<file path="src/lamp_pwm_pkg.sv">
// Constants shared by the scanner lamp envelope and PWM block
package lamp_pwm_pkg;
  // ------------------------------------------------------------
  // Register indices (byte address is four times the index)
  // ------------------------------------------------------------
  localparam logic [29:0] LAMP2_ENVELOPE_EDGES_IDX = 30'h01ff88b0;
  localparam logic [29:0] LAMP0_PWM_CONFIG_IDX = 30'h01ff88b2;
  localparam logic [29:0] LAMP1_PWM_CONFIG_IDX = 30'h01ff88b4;
  localparam logic [29:0] LAMP2_PWM_CONFIG_IDX = 30'h01ff88b6;
  localparam logic [29:0] LAMP_OUTPUT_CONFIG_IDX = 30'h01ff88b8;
  localparam logic [29:0] LAMP_STATUS_IDX = 30'h01ff88bc;

  // ------------------------------------------------------------
  // Reset values and field layout
  // ------------------------------------------------------------
  localparam logic [15:0] EDGES_RESET = 16'h0000;
  localparam logic [10:0] PWM_CONFIG_RESET = 11'h000;
  localparam logic [5:0] OUTPUT_CONFIG_RESET = 6'h07;
  localparam int TRAIL_LSB = 8;
  localparam int LEAD_LSB = 0;
  localparam int DIV_LSB = 8;
  localparam int DUTY_LSB = 0;
  localparam int SYNC_LSB = 3;
  localparam int POS_LSB = 0;
  localparam int EDGE_UNIT_SHIFT = 6;
  localparam int NUM_LAMPS = 3;

  // ------------------------------------------------------------
  // Bus answers
  // ------------------------------------------------------------
  localparam logic [1:0] RESP_OKAY = 2'h0;
  localparam logic [1:0] RESP_DECERR = 2'h3;
endpackage

</file>
<file path="src/scanner_lamp_envelope_pwm.sv">
// Scanner lamp drive: per-line envelope gated with a prescaled 8-bit PWM
//
// Contract
// - Trailing edge at upper byte times 64 pixels.
// - Leading edge at lower byte times 64 pixels.
// - PWM clock is system clock over divider+1.
// - PWM period is 256 prescaled ticks, cyclic.
// - High time equals duty-cycle ticks per period.
// - Sync-select bits 5..3 bypass PWM and edges.
// - Sync mode follows enable, changes at cycle start.
// - Position bit measures leading edge from cycle start, without the delay.
module scanner_lamp_envelope_pwm
  import lamp_pwm_pkg::*;
#(
  parameter int PIX_W = 18
)(
  input wire logic aclk,
  input wire logic aresetn,
  input wire logic ce,
  input wire logic [31:0] s_axi_awaddr,
  input wire logic s_axi_awvalid,
  output logic s_axi_awready,
  input wire logic [31:0] s_axi_wdata,
  input wire logic [3:0] s_axi_wstrb,
  input wire logic s_axi_wvalid,
  output logic s_axi_wready,
  output logic [1:0] s_axi_bresp,
  output logic s_axi_bvalid,
  input wire logic s_axi_bready,
  input wire logic [31:0] s_axi_araddr,
  input wire logic s_axi_arvalid,
  output logic s_axi_arready,
  output logic [31:0] s_axi_rdata,
  output logic [1:0] s_axi_rresp,
  output logic s_axi_rvalid,
  input wire logic s_axi_rready,
  input wire logic scan_cycle_start,
  input wire logic pixel_tick,
  input wire logic [15:0] line_start_delay,
  input wire logic [2:0] lamp_enable,
  input wire logic [15:0] lamp0_envelope_edges,
  input wire logic [15:0] lamp1_envelope_edges,
  output logic [2:0] lamp_drive_out
);
  import lamp_pwm_pkg::*;

  // Elaboration check: the pixel counter must reach 255*64 plus the delay
  if (PIX_W < 18)
  begin : g_bad_width
    $error("PIX_W must be at least 18");
  end

  // ----------------------------------------------------------------
  // Register storage
  // ----------------------------------------------------------------
  logic [15:0] edges2_q;
  logic [10:0] pwm_cfg_q [NUM_LAMPS];
  logic [5:0] out_cfg_q;
  logic [31:0] awaddr_q;
  logic [31:0] wdata_q;
  logic [3:0] wstrb_q;
  logic aw_full_q;
  logic w_full_q;

  // ----------------------------------------------------------------
  // AXI4-Lite decode
  // ----------------------------------------------------------------
  wire wr_fire = ce && aw_full_q && w_full_q && !s_axi_bvalid;
  wire [29:0] wr_idx = awaddr_q[31:2];
  wire [29:0] rd_idx = s_axi_araddr[31:2];
  wire wr_edges = wr_idx == LAMP2_ENVELOPE_EDGES_IDX;
  wire wr_pwm0 = wr_idx == LAMP0_PWM_CONFIG_IDX;
  wire wr_pwm1 = wr_idx == LAMP1_PWM_CONFIG_IDX;
  wire wr_pwm2 = wr_idx == LAMP2_PWM_CONFIG_IDX;
  wire wr_cfg = wr_idx == LAMP_OUTPUT_CONFIG_IDX;
  wire wr_hit = wr_edges || wr_pwm0 || wr_pwm1 || wr_pwm2 || wr_cfg || wr_idx == LAMP_STATUS_IDX;
  wire [2:0] wr_pwm = {wr_pwm2, wr_pwm1, wr_pwm0};
  wire [15:0] wmask = {{8{wstrb_q[1]}}, {8{wstrb_q[0]}}};
  wire [15:0] wnew = wdata_q[15:0];
  wire rd_fire = ce && s_axi_arvalid && s_axi_arready;
  logic [2:0] sync_on_q;
  wire [31:0] status_w = {26'h0, sync_on_q, lamp_drive_out};
  wire rd_hit = rd_idx == LAMP2_ENVELOPE_EDGES_IDX || rd_idx == LAMP0_PWM_CONFIG_IDX
    || rd_idx == LAMP1_PWM_CONFIG_IDX || rd_idx == LAMP2_PWM_CONFIG_IDX
    || rd_idx == LAMP_OUTPUT_CONFIG_IDX || rd_idx == LAMP_STATUS_IDX;
  wire [31:0] rd_mux =
    (rd_idx == LAMP2_ENVELOPE_EDGES_IDX) ? {16'h0, edges2_q} :
    (rd_idx == LAMP0_PWM_CONFIG_IDX) ? {21'h0, pwm_cfg_q[0]} :
    (rd_idx == LAMP1_PWM_CONFIG_IDX) ? {21'h0, pwm_cfg_q[1]} :
    (rd_idx == LAMP2_PWM_CONFIG_IDX) ? {21'h0, pwm_cfg_q[2]} :
    (rd_idx == LAMP_OUTPUT_CONFIG_IDX) ? {26'h0, out_cfg_q} :
    (rd_idx == LAMP_STATUS_IDX) ? status_w : 32'h0;

  // Address and data are taken in either order; ready drops while one is held
  always_ff @(posedge aclk)
  begin
    if (!aresetn)
    begin
      aw_full_q <= 1'b0;
      w_full_q <= 1'b0;
      s_axi_awready <= 1'b1;
      s_axi_wready <= 1'b1;
      s_axi_bvalid <= 1'b0;
      s_axi_bresp <= RESP_OKAY;
      awaddr_q <= 32'h0;
      wdata_q <= 32'h0;
      wstrb_q <= 4'h0;
    end
    else if (ce)
    begin
      if (s_axi_awvalid && s_axi_awready)
      begin
        awaddr_q <= s_axi_awaddr;
        aw_full_q <= 1'b1;
        s_axi_awready <= 1'b0;
      end
      if (s_axi_wvalid && s_axi_wready)
      begin
        wdata_q <= s_axi_wdata;
        wstrb_q <= s_axi_wstrb;
        w_full_q <= 1'b1;
        s_axi_wready <= 1'b0;
      end
      if (wr_fire)
      begin
        s_axi_bvalid <= 1'b1;
        s_axi_bresp <= wr_hit ? RESP_OKAY : RESP_DECERR;
        aw_full_q <= 1'b0;
        w_full_q <= 1'b0;
      end
      if (s_axi_bvalid && s_axi_bready)
      begin
        s_axi_bvalid <= 1'b0;
        s_axi_awready <= 1'b1;
        s_axi_wready <= 1'b1;
      end
    end
  end

  // Writable registers; the status word ignores writes
  always_ff @(posedge aclk)
  begin
    if (!aresetn)
    begin
      edges2_q <= EDGES_RESET;
      out_cfg_q <= OUTPUT_CONFIG_RESET;
    end
    else if (wr_fire)
    begin
      if (wr_edges)
        edges2_q <= (edges2_q & ~wmask) | (wnew & wmask);
      if (wr_cfg && wstrb_q[0])
        out_cfg_q <= wnew[5:0];
    end
  end

  // Single read answer, held until taken
  always_ff @(posedge aclk)
  begin
    if (!aresetn)
    begin
      s_axi_arready <= 1'b1;
      s_axi_rvalid <= 1'b0;
      s_axi_rdata <= 32'h0;
      s_axi_rresp <= RESP_OKAY;
    end
    else if (ce)
    begin
      if (rd_fire)
      begin
        s_axi_rdata <= rd_mux;
        s_axi_rresp <= rd_hit ? RESP_OKAY : RESP_DECERR;
        s_axi_rvalid <= 1'b1;
        s_axi_arready <= 1'b0;
      end
      else if (s_axi_rvalid && s_axi_rready)
      begin
        s_axi_rvalid <= 1'b0;
        s_axi_arready <= 1'b1;
      end
    end
  end

  // ----------------------------------------------------------------
  // Pixel position within the scan cycle
  // ----------------------------------------------------------------
  logic [PIX_W-1:0] pix_cnt_q;
  wire pix_max = &pix_cnt_q;

  // Saturates so that a long cycle cannot wrap back into the envelope
  always_ff @(posedge aclk)
  begin
    if (!aresetn)
      pix_cnt_q <= '0;
    else if (ce && scan_cycle_start)
      pix_cnt_q <= '0;
    else if (ce && pixel_tick && !pix_max)
      pix_cnt_q <= pix_cnt_q + 1'b1;
  end

  // ----------------------------------------------------------------
  // Per-lamp envelope, prescaler, PWM and output
  // ----------------------------------------------------------------
  logic [2:0] pre_q [NUM_LAMPS];
  logic [7:0] pwm_cnt_q [NUM_LAMPS];
  wire [15:0] edges_w [NUM_LAMPS];
  wire [PIX_W-1:0] lead_w [NUM_LAMPS];
  wire [PIX_W-1:0] trail_w [NUM_LAMPS];
  wire [2:0] env_w;
  wire [2:0] tick_w;
  wire [2:0] pwm_hi_w;
  wire [2:0] sync_sel_w = out_cfg_q[SYNC_LSB +: 3];
  wire [2:0] pos_w = out_cfg_q[POS_LSB +: 3];
  wire [PIX_W-1:0] delay_w = PIX_W'(line_start_delay);

  assign edges_w[0] = lamp0_envelope_edges;
  assign edges_w[1] = lamp1_envelope_edges;
  assign edges_w[2] = edges2_q;

  for (genvar i = 0; i < NUM_LAMPS; i++)
  begin : g_lamp
    wire [2:0] div_w = pwm_cfg_q[i][DIV_LSB +: 3];
    wire [7:0] duty_w = pwm_cfg_q[i][DUTY_LSB +: 8];
    wire [PIX_W-1:0] lead_units = PIX_W'(edges_w[i][LEAD_LSB +: 8]) << EDGE_UNIT_SHIFT;
    wire [PIX_W-1:0] trail_units = PIX_W'(edges_w[i][TRAIL_LSB +: 8]) << EDGE_UNIT_SHIFT;
    assign lead_w[i] = pos_w[i] ? lead_units : lead_units + delay_w;
    assign trail_w[i] = trail_units + delay_w;
    assign env_w[i] = (pix_cnt_q >= lead_w[i]) && (pix_cnt_q < trail_w[i]);
    assign tick_w[i] = pre_q[i] == div_w;
    assign pwm_hi_w[i] = pwm_cnt_q[i] < duty_w;

    // Config register write, whole-byte granularity
    always_ff @(posedge aclk)
    begin
      if (!aresetn)
        pwm_cfg_q[i] <= PWM_CONFIG_RESET;
      else if (wr_fire && wr_pwm[i])
        pwm_cfg_q[i] <= (pwm_cfg_q[i] & ~wmask[10:0]) | (wnew[10:0] & wmask[10:0]);
    end

    always_ff @(posedge aclk)
    begin
      if (!aresetn)
      begin
        pre_q[i] <= 3'h0;
        pwm_cnt_q[i] <= 8'h00;
      end
      else if (ce)
      begin
        pre_q[i] <= tick_w[i] ? 3'h0 : pre_q[i] + 3'h1;
        if (tick_w[i])
          pwm_cnt_q[i] <= pwm_cnt_q[i] + 8'h01;
      end
    end

    // enable latched only at cycle start, so in sync mode a disable finishes the cycle
    always_ff @(posedge aclk)
    begin
      if (!aresetn)
        sync_on_q[i] <= 1'b0;
      else if (ce && scan_cycle_start)
        sync_on_q[i] <= lamp_enable[i];
    end

    // sync bypass or envelope AND PWM, gated by the lamp enable
    always_ff @(posedge aclk)
    begin
      if (!aresetn)
        lamp_drive_out[i] <= 1'b0;
      else if (ce)
        lamp_drive_out[i] <= sync_sel_w[i] ? sync_on_q[i]
          : (lamp_enable[i] && env_w[i] && pwm_hi_w[i]);
    end
  end
endmodule

</file>
<file path="config.mk">
export PLATFORM = sky130hd
export DESIGN_NAME = scanner_lamp_envelope_pwm
export DESIGN_NICKNAME = d
export VERILOG_FILES = /design/src/lamp_pwm_pkg.sv /design/src/scanner_lamp_envelope_pwm.sv
export SDC_FILE = /design/constraint.sdc
export NUM_CORES = 1
export LEC_CHECK = 0
export ABC_CLOCK_PERIOD_IN_PS = 9900
export BUFFER_PORTS_ARGS = -buffer_cell sky130_fd_sc_hd__buf_4
export CORE_MARGIN = 3
export CORE_UTILIZATION = 63
export DETAILED_ROUTE_END_ITERATION = 10
export HOLD_SLACK_MARGIN = 0.12
export PLACE_DENSITY_LB_ADDON = 0.12
export SKIP_LAST_GASP = 1
export SYNTH_ARGS = -nofsm -noshare
export SYNTH_HDL_FRONTEND = slang
export SYNTH_SLANG_ARGS = --single-unit
</file>
<file path="constraint.sdc">
create_clock -name aclk -period 9.9 [get_ports aclk]
set_clock_uncertainty 0.1 [all_clocks]
set_input_delay 1.485 -clock aclk [delete_from_list [all_inputs] [get_ports aclk]]
set_output_delay 1.485 -clock aclk [all_outputs]
set_load 0.05 [all_outputs]
</file>
==> flow_metrics.tcl, run 1 <==
set metrics [dict create \
    fmax_ghz 0.203 \
    finalMaxSlewViolations 0 \
    rsz0062_at_grt "no" \
    gp_congestion 0.956 \
    sequentialPowerShare 0.458 \
    grt_max_degree 107 \
    finalSetupTns_ns 0 \
    min_period_over_period 0.498 \
    cts_sinks 185 \
    antenna_found_initial 0 \
    met1_length_um 15200 \
    fp.dieW_um 152 \
    slew_headroom 0.223 \
    yosys_warnings 0 \
    vdd_drop_max_mv 0.102 \
    worstHoldPathType "reg2reg" \
    cp.buffers_inverters 2 \
    drc 0 \
    h-tree-depth 4 \
    cts_root_buffer "clkbuf_16" \
    post_cts_resized 0 \
    fin_cells 1941 \
    track_usage 0.303 \
    drt-wirelength-per-cell_um 18.8 \
    maxCapViolCount 0 \
    criticalPathCategory "in2reg" \
    clkPwrFrac 0.365 \
    cp-start-kind "input port" \
    wl_met2_um 17000 \
    path_max_fanout 10 \
    regArea_mm2 0.00436 \
    top_layer "met4" \
    switching_share 0.301 \
    grt_overflow 0 \
    cts_tree "built" \
    status "completed" \
    min_period_ns 4.93 \
    wl_um 36500 \
    dp_slack_ns 4.70 \
    arrival_ns 5.19 \
    place_inst 1909 \
    coreArea_mm2 0.0206 \
    ff2ff_setup_slack_ns 5.90 \
    wl_met3_um 2920 \
    grt_pass1_vias 11553 \
    async_flop_share 0 \
    switchingPower_uw 557 \
    rows 52 \
    postCtsHoldBufs 0 \
    p_leak_nw 6.77 \
    p_int_mw 1.30 \
    vias_per_cell 6.19 \
    pwr-share-comb 0.177 \
    cp_slowest_stage_delay_ns 0.62 \
    synthCells 1537 \
    numCtsBuffers 17 \
    clk_transition_reported_paths_ns 0.08 \
    n_fill_cell 1568 \
    clk_latency_ns 0.44 \
    drive_gt1_frac 0.131 \
    synthesis.area_mm2 0.0135 \
    drtIter0Drc 1029 \
    synth_seq_area_share 0.323 \
    io_buffers 166 \
    end_kind "flop" \
    dr.pass1.iters 7 \
    grt_first_pass_wirelength_um 57700 \
    synth_seq_cells 185 \
    multi_input_area_mm2 0.00858 \
    hold_viol_final 0 \
    cts_buffer_depth 2 \
    nets 1990 \
    synthFlopType "dfxtp_1" \
    timing.final.ws_setup_ns 4.97 \
    powerDensity_mw_per_mm2 121 \
    worst_slew_pin_slew_ns 1.16 \
    postRouteAntennaNets 0 \
    diodes 0 \
    crit_required_ns 10.17 \
    fp.dieArea_mm2 0.0232 \
    hpwl_um 27100 \
    yosysUniqueCellTypes 76 \
    num_vias 12012 \
    crit_slowest_cell "or4b_2" \
    syn_area_per_cell_um2 8.78 \
    setup_viol 0 \
    cp_top_family "compound AO/OA/AOI/OAI gates" \
    post_cts_buffers 0 \
    synth_edf_count 66 \
    start_util 0.655 \
    syn_to_final_growth_pct 13.5 \
    io_pins 205 \
    path_cells "buf_4 > inv_1 > fa_1 > nor2b_1 > o21ai_0 > a21oi_1 > o21ai_0 > a21oi_1 > nand3_1 > ha_1 > or4b_2 > a221oi_1 > nand4_1 > a211oi_1 > a32o_1" \
    die_h_um 152 \
]
## cells in the mapped netlist (7+ instances only)
cell / instances / area share
nand4_1: 24 / 0.011
a21o_1: 25 / 0.014
mux2i_1: 38 / 0.028
nand3_1: 65 / 0.024
edfxtp_1: 66 / 0.15
nor2b_1: 54 / 0.025
a211oi_1: 19 / 0.011
and3_1: 17 / 0.0079
nor3_1: 29 / 0.011
clkbuf_1: 46 / 0.013
xnor2_1: 28 / 0.018
buf_4: 22 / 0.012
o211ai_1: 10 / 0.0056
or3_1: 8 / 0.0037
dfxtp_1: 119 / 0.18
a21oi_1: 85 / 0.032
nor2_1: 90 / 0.025
nand4b_1: 7 / 0.0045
xor2_1: 55 / 0.036
nand2_1: 192 / 0.053
o21a_1: 10 / 0.0056
o21ai_0: 86 / 0.032
a21boi_0: 59 / 0.033
nand2b_1: 46 / 0.021
inv_1: 52 / 0.014
buf_1: 7 / 0.0019
ha_1: 165 / 0.15
a31oi_1: 12 / 0.0056
## flip-flops by register name (all words and copies together), names as in the netlist, named ones only
register	flops
s_axi_rdata	16
s_axi_rvalid	1
s_axi_wready	1
s_axi_bvalid	1
status_w	3
pwm_cfg_q	33
wdata_q	16
pix_cnt_q	18
s_axi_arready	1
aw_full_q	1
lamp_drive_out	3
s_axi_rresp	1
s_axi_bresp	1
w_full_q	1
out_cfg_q	6
pre_q	9
awaddr_q	30
pwm_cnt_q	24
s_axi_awready	1
wstrb_q	2
## cell type report
type	instances	area share
multi-input cells	1233	0.560
flip-flops and latches	185	0.285
repair buffers	169	0.0828
clock buffers	17	0.0278
well taps	270	0.0220
inverters	52	0.0127
clock inverters	15	0.0102
## tightest hold or removal path, cell delays in order (launching register included)
cell      delay (ns)
dfxtp_1         0.31
nand2_1         0.04
a21boi_0        0.06
## power by group through the flow
stage,Sequential (mW),Combinational [mW],Clock (mW)
2_1_floorplan,0.863,0.215,0
3_3_place_gp,0.863,0.311,0
3_5_place_dp,0.864,0.323,0
4_1_cts,0.847,0.326,0.678
5_1_grt,0.852,0.363,0.714
6_report,0.848,0.329,0.675
## per-layer routing
metal	vias up	track usage
li1	5738	-
met1	5611	0.394
met2	562	0.511
met3	101	0.0449
met4	0	0.121
met5	-	0
## logic make-up (layout without fill, tap and decap cells)
kind of cell | count (synthesis) | after routing | share of synthesized area
simple gates | 573 | 573 | 0.218
compound gates | 350 | 350 | 0.167
flops | 185 | 185 | 0.323
fa+ha+maj | 171 | 171 | 0.162
buf+inv | 134 | 253 | 0.0456
xor+xnor | 83 | 83 | 0.0538
mux | 40 | 40 | 0.0307
other cells | 1 | 16 | 0.000278
## worst paths after layout
| kind | startpoint | end | cells after the start |
|---|---|---|---|
| min reg2reg | awaddr_q[13] | awaddr_q[13] | 2 |
| min | awaddr_q[13] | awaddr_q[13] | 2 |
| max reg2reg | flop | lamp_drive_out[2] | 15 |
| max | line_start_delay[7] | lamp_drive_out[2] | 15 |
## stage by stage
stage          area, um^2   util  power (mW)  hold slack, ns
5_1_grt             15300  0.743        1.93           0.383
3_5_place_dp        14700  0.715        1.19           0.358
6_report            15300  0.743        1.85           0.367
2_1_floorplan       13600      -        1.08           0.339
3_3_place_gp        14700  0.715        1.17           0.351
4_1_cts             15300  0.743        1.85           0.369
## layout by cell type (no fill, tap or decap), types with 12 or more instances in the layout
master | synthesis | layout
nand3_1 | 65 | 65
nor3_1 | 29 | 29
nor2b_1 | 54 | 54
a21oi_1 | 85 | 85
conb_1 | 1 | 16
inv_1 | 52 | 52
ha_1 | 165 | 165
buf_4 | 22 | 169
nand2_1 | 192 | 192
xor2_1 | 55 | 55
a21boi_0 | 59 | 59
clkbuf_16 | 0 | 17
nand2b_1 | 46 | 46
dfxtp_1 | 119 | 119
and3_1 | 17 | 17
a211oi_1 | 19 | 19
a21o_1 | 25 | 25
mux2i_1 | 38 | 38
nand4_1 | 24 | 24
edfxtp_1 | 66 | 66
nor2_1 | 90 | 90
a31oi_1 | 12 | 12
xnor2_1 | 28 | 28
o21ai_0 | 86 | 86
Note: power is estimated with default switching activity, not from simulation.
==> run 2: changes to the inputs <==
--- a/config.mk
+++ b/config.mk
@@ -5,10 +5,10 @@
 export SDC_FILE = /design/constraint.sdc
 export NUM_CORES = 1
 export LEC_CHECK = 0
-export ABC_CLOCK_PERIOD_IN_PS = 9900
+export ABC_CLOCK_PERIOD_IN_PS = 4300
 export BUFFER_PORTS_ARGS = -buffer_cell sky130_fd_sc_hd__buf_4
 export CORE_MARGIN = 3
-export CORE_UTILIZATION = 63
+export CORE_UTILIZATION = 53
 export DETAILED_ROUTE_END_ITERATION = 10
 export HOLD_SLACK_MARGIN = 0.12
 export PLACE_DENSITY_LB_ADDON = 0.12
==> constraint.sdc (replaced) <==
create_clock -name aclk -period 4.3 [get_ports aclk]
set_clock_uncertainty 0.1 [all_clocks]
set_input_delay 0.645 -clock aclk [delete_from_list [all_inputs] [get_ports aclk]]
set_output_delay 0.645 -clock aclk [all_outputs]
set_load 0.05 [all_outputs]
==> flow_metrics.tcl, run 2 (synthesis results as in run 1) <==
set metrics [dict create \
    io_buffers 166 \
    cts_sinks 185 \
    cp-start-kind "flop" \
    slew_headroom 0.216 \
    place_area_mm2 0.0148 \
    setup_viol 0 \
    wl_um 36600 \
    worst_slew_pin_slew_ns 1.17 \
    hold_viol_final 0 \
    fmax_ghz 0.264 \
    rsz0062_at_grt "no" \
    regArea_mm2 0.00436 \
    largest_register_ffs 33 \
    postCtsHoldBufs 0 \
    cp_slowest_stage_delay_ns 0.62 \
    criticalPathCategory "reg2reg" \
    multi_input_area_mm2 0.00858 \
    maxCapViolCount 0 \
    h-tree-depth 4 \
    clk_latency_ns 0.44 \
    arrival_ns 4.07 \
    final_common_cell "nand2_1" \
    grt_max_degree 57 \
    finalSetupTns_ns 0 \
    drive_gt1_frac 0.133 \
    die_h_um 166 \
    post_cts_resized 0 \
    drtIter0Drc 879 \
    grt_pass1_vias 11195 \
    drt-wirelength-per-cell_um 18.3 \
    drc 0 \
    regMostFlops "pwm_cfg_q" \
    final_core_util 0.627 \
    final_cell_mix "nand2_1, buf_4, ha_1" \
    fp.dieArea_mm2 0.0274 \
    rows 57 \
    reg_top3 "pwm_cfg_q x33, awaddr_q x30, pwm_cnt_q x24" \
    coreArea_mm2 0.0247 \
    clk_transition_reported_paths_ns 0.09 \
    num_vias 11563 \
    final_area_mm2 0.0155 \
    path_max_fanout 3 \
    worstHoldPathType "in2reg" \
    crit_slowest_cell "or4b_2" \
    end_kind "flop" \
    vdd_drop_max_mv 0.276 \
    dp_slack_ns 0.213 \
    diodes 0 \
    finalMaxSlewViolations 0 \
    crit_required_ns 4.58 \
    fp.dieW_um 166 \
    vias_per_cell 5.78 \
    whs_ns 0.350 \
    io_pins 205 \
    dr.pass1.iters 5 \
    timing.final.ws_setup_ns 0.506 \
    cts_buffer_depth 2 \
    status "completed" \
    n_fill_cell 2151 \
    powerDensity_mw_per_mm2 281 \
    grt_first_pass_wirelength_um 58400 \
    track_usage 0.261 \
    path_cells "ha_1 > inv_1 > fa_1 > nor2b_1 > o21ai_0 > a21oi_1 > o21ai_0 > a21oi_1 > nand3_1 > ha_1 > or4b_2 > a221oi_1 > nand4_1 > a211oi_1 > a32o_1" \
    cts_tree "built" \
    antenna_found_initial 0 \
    start_util 0.547 \
    min_period_over_period 0.882 \
    syn_to_final_growth_pct 14.6 \
    cts_root_buffer "clkbuf_16" \
    p_leak_nw 6.80 \
    gp_congestion 0.918 \
    postRouteAntennaNets 0 \
    hpwl_um 28400 \
    grt_overflow 0 \
    nets 1994 \
    post_cts_buffers 0 \
    numCtsBuffers 17 \
    min_period_ns 3.79 \
]
[run 2: cell count changes in the layout (fill, tap and decap cells not counted)]
cell / delta
buf_4: +4
clkbuf_16: +1
clkinv_2: -2
clkinv_4: -1
clkinv_8: +1
inv_12: +3
inv_4: -1
inv_8: -1
[run 2: critical path: cells and delay by family (launching register included)]
family	cells	cell delay [ns]
flops	1	0.46
fa+ha+maj	3	0.79
simple gates	4	0.99
compound gates	7	1.32
buf+inv	1	0.05
[run 2: worst paths after layout]
check / slack, ns / endpoint / cells past startpoint / start
min: 0.35 / awaddr_q[21] / 3 / s_axi_awaddr[21]
min reg2reg: 0.36 / awaddr_q[7] / 2 / awaddr_q[7]
max reg2reg: 0.51 / lamp_drive_out[2] / 15 / flop
max: 0.51 / lamp_drive_out[2] / 15 / flop
[run 2: report_power, final]
part,internal (mW),total (mW),switching (mW)
registers,1.88,1.95,0.0676
clock network,0.838,1.65,0.809
logic,0.321,0.756,0.436
[run 2: final cells by class]
| class | count | share of cell area |
|---|---|---|
| clock buffers | 18 | 0.0291 |
| clock inverters | 14 | 0.0120 |
| inverters | 52 | 0.0126 |
| multi-input cells | 1233 | 0.554 |
| flip-flops and latches | 185 | 0.282 |
| well taps | 324 | 0.0262 |
| repair buffers | 173 | 0.0839 |
[run 2: through the flow]
step	instances	power, mW
floorplan	1552	2.48
global placement	1967	2.72
detailed placement	1967	2.74
CTS	1999	4.37
global route	1999	4.55
finish	1999	4.35
[run 2: metal layers]
layer	track usage	up-vias	share of wire
met2	0.428	397	0.46
met1	0.353	5345	0.45
met4	0.0796	0	0.027
met3	0.0458	65	0.063
li1	-	5756	-
met5	0	-	0
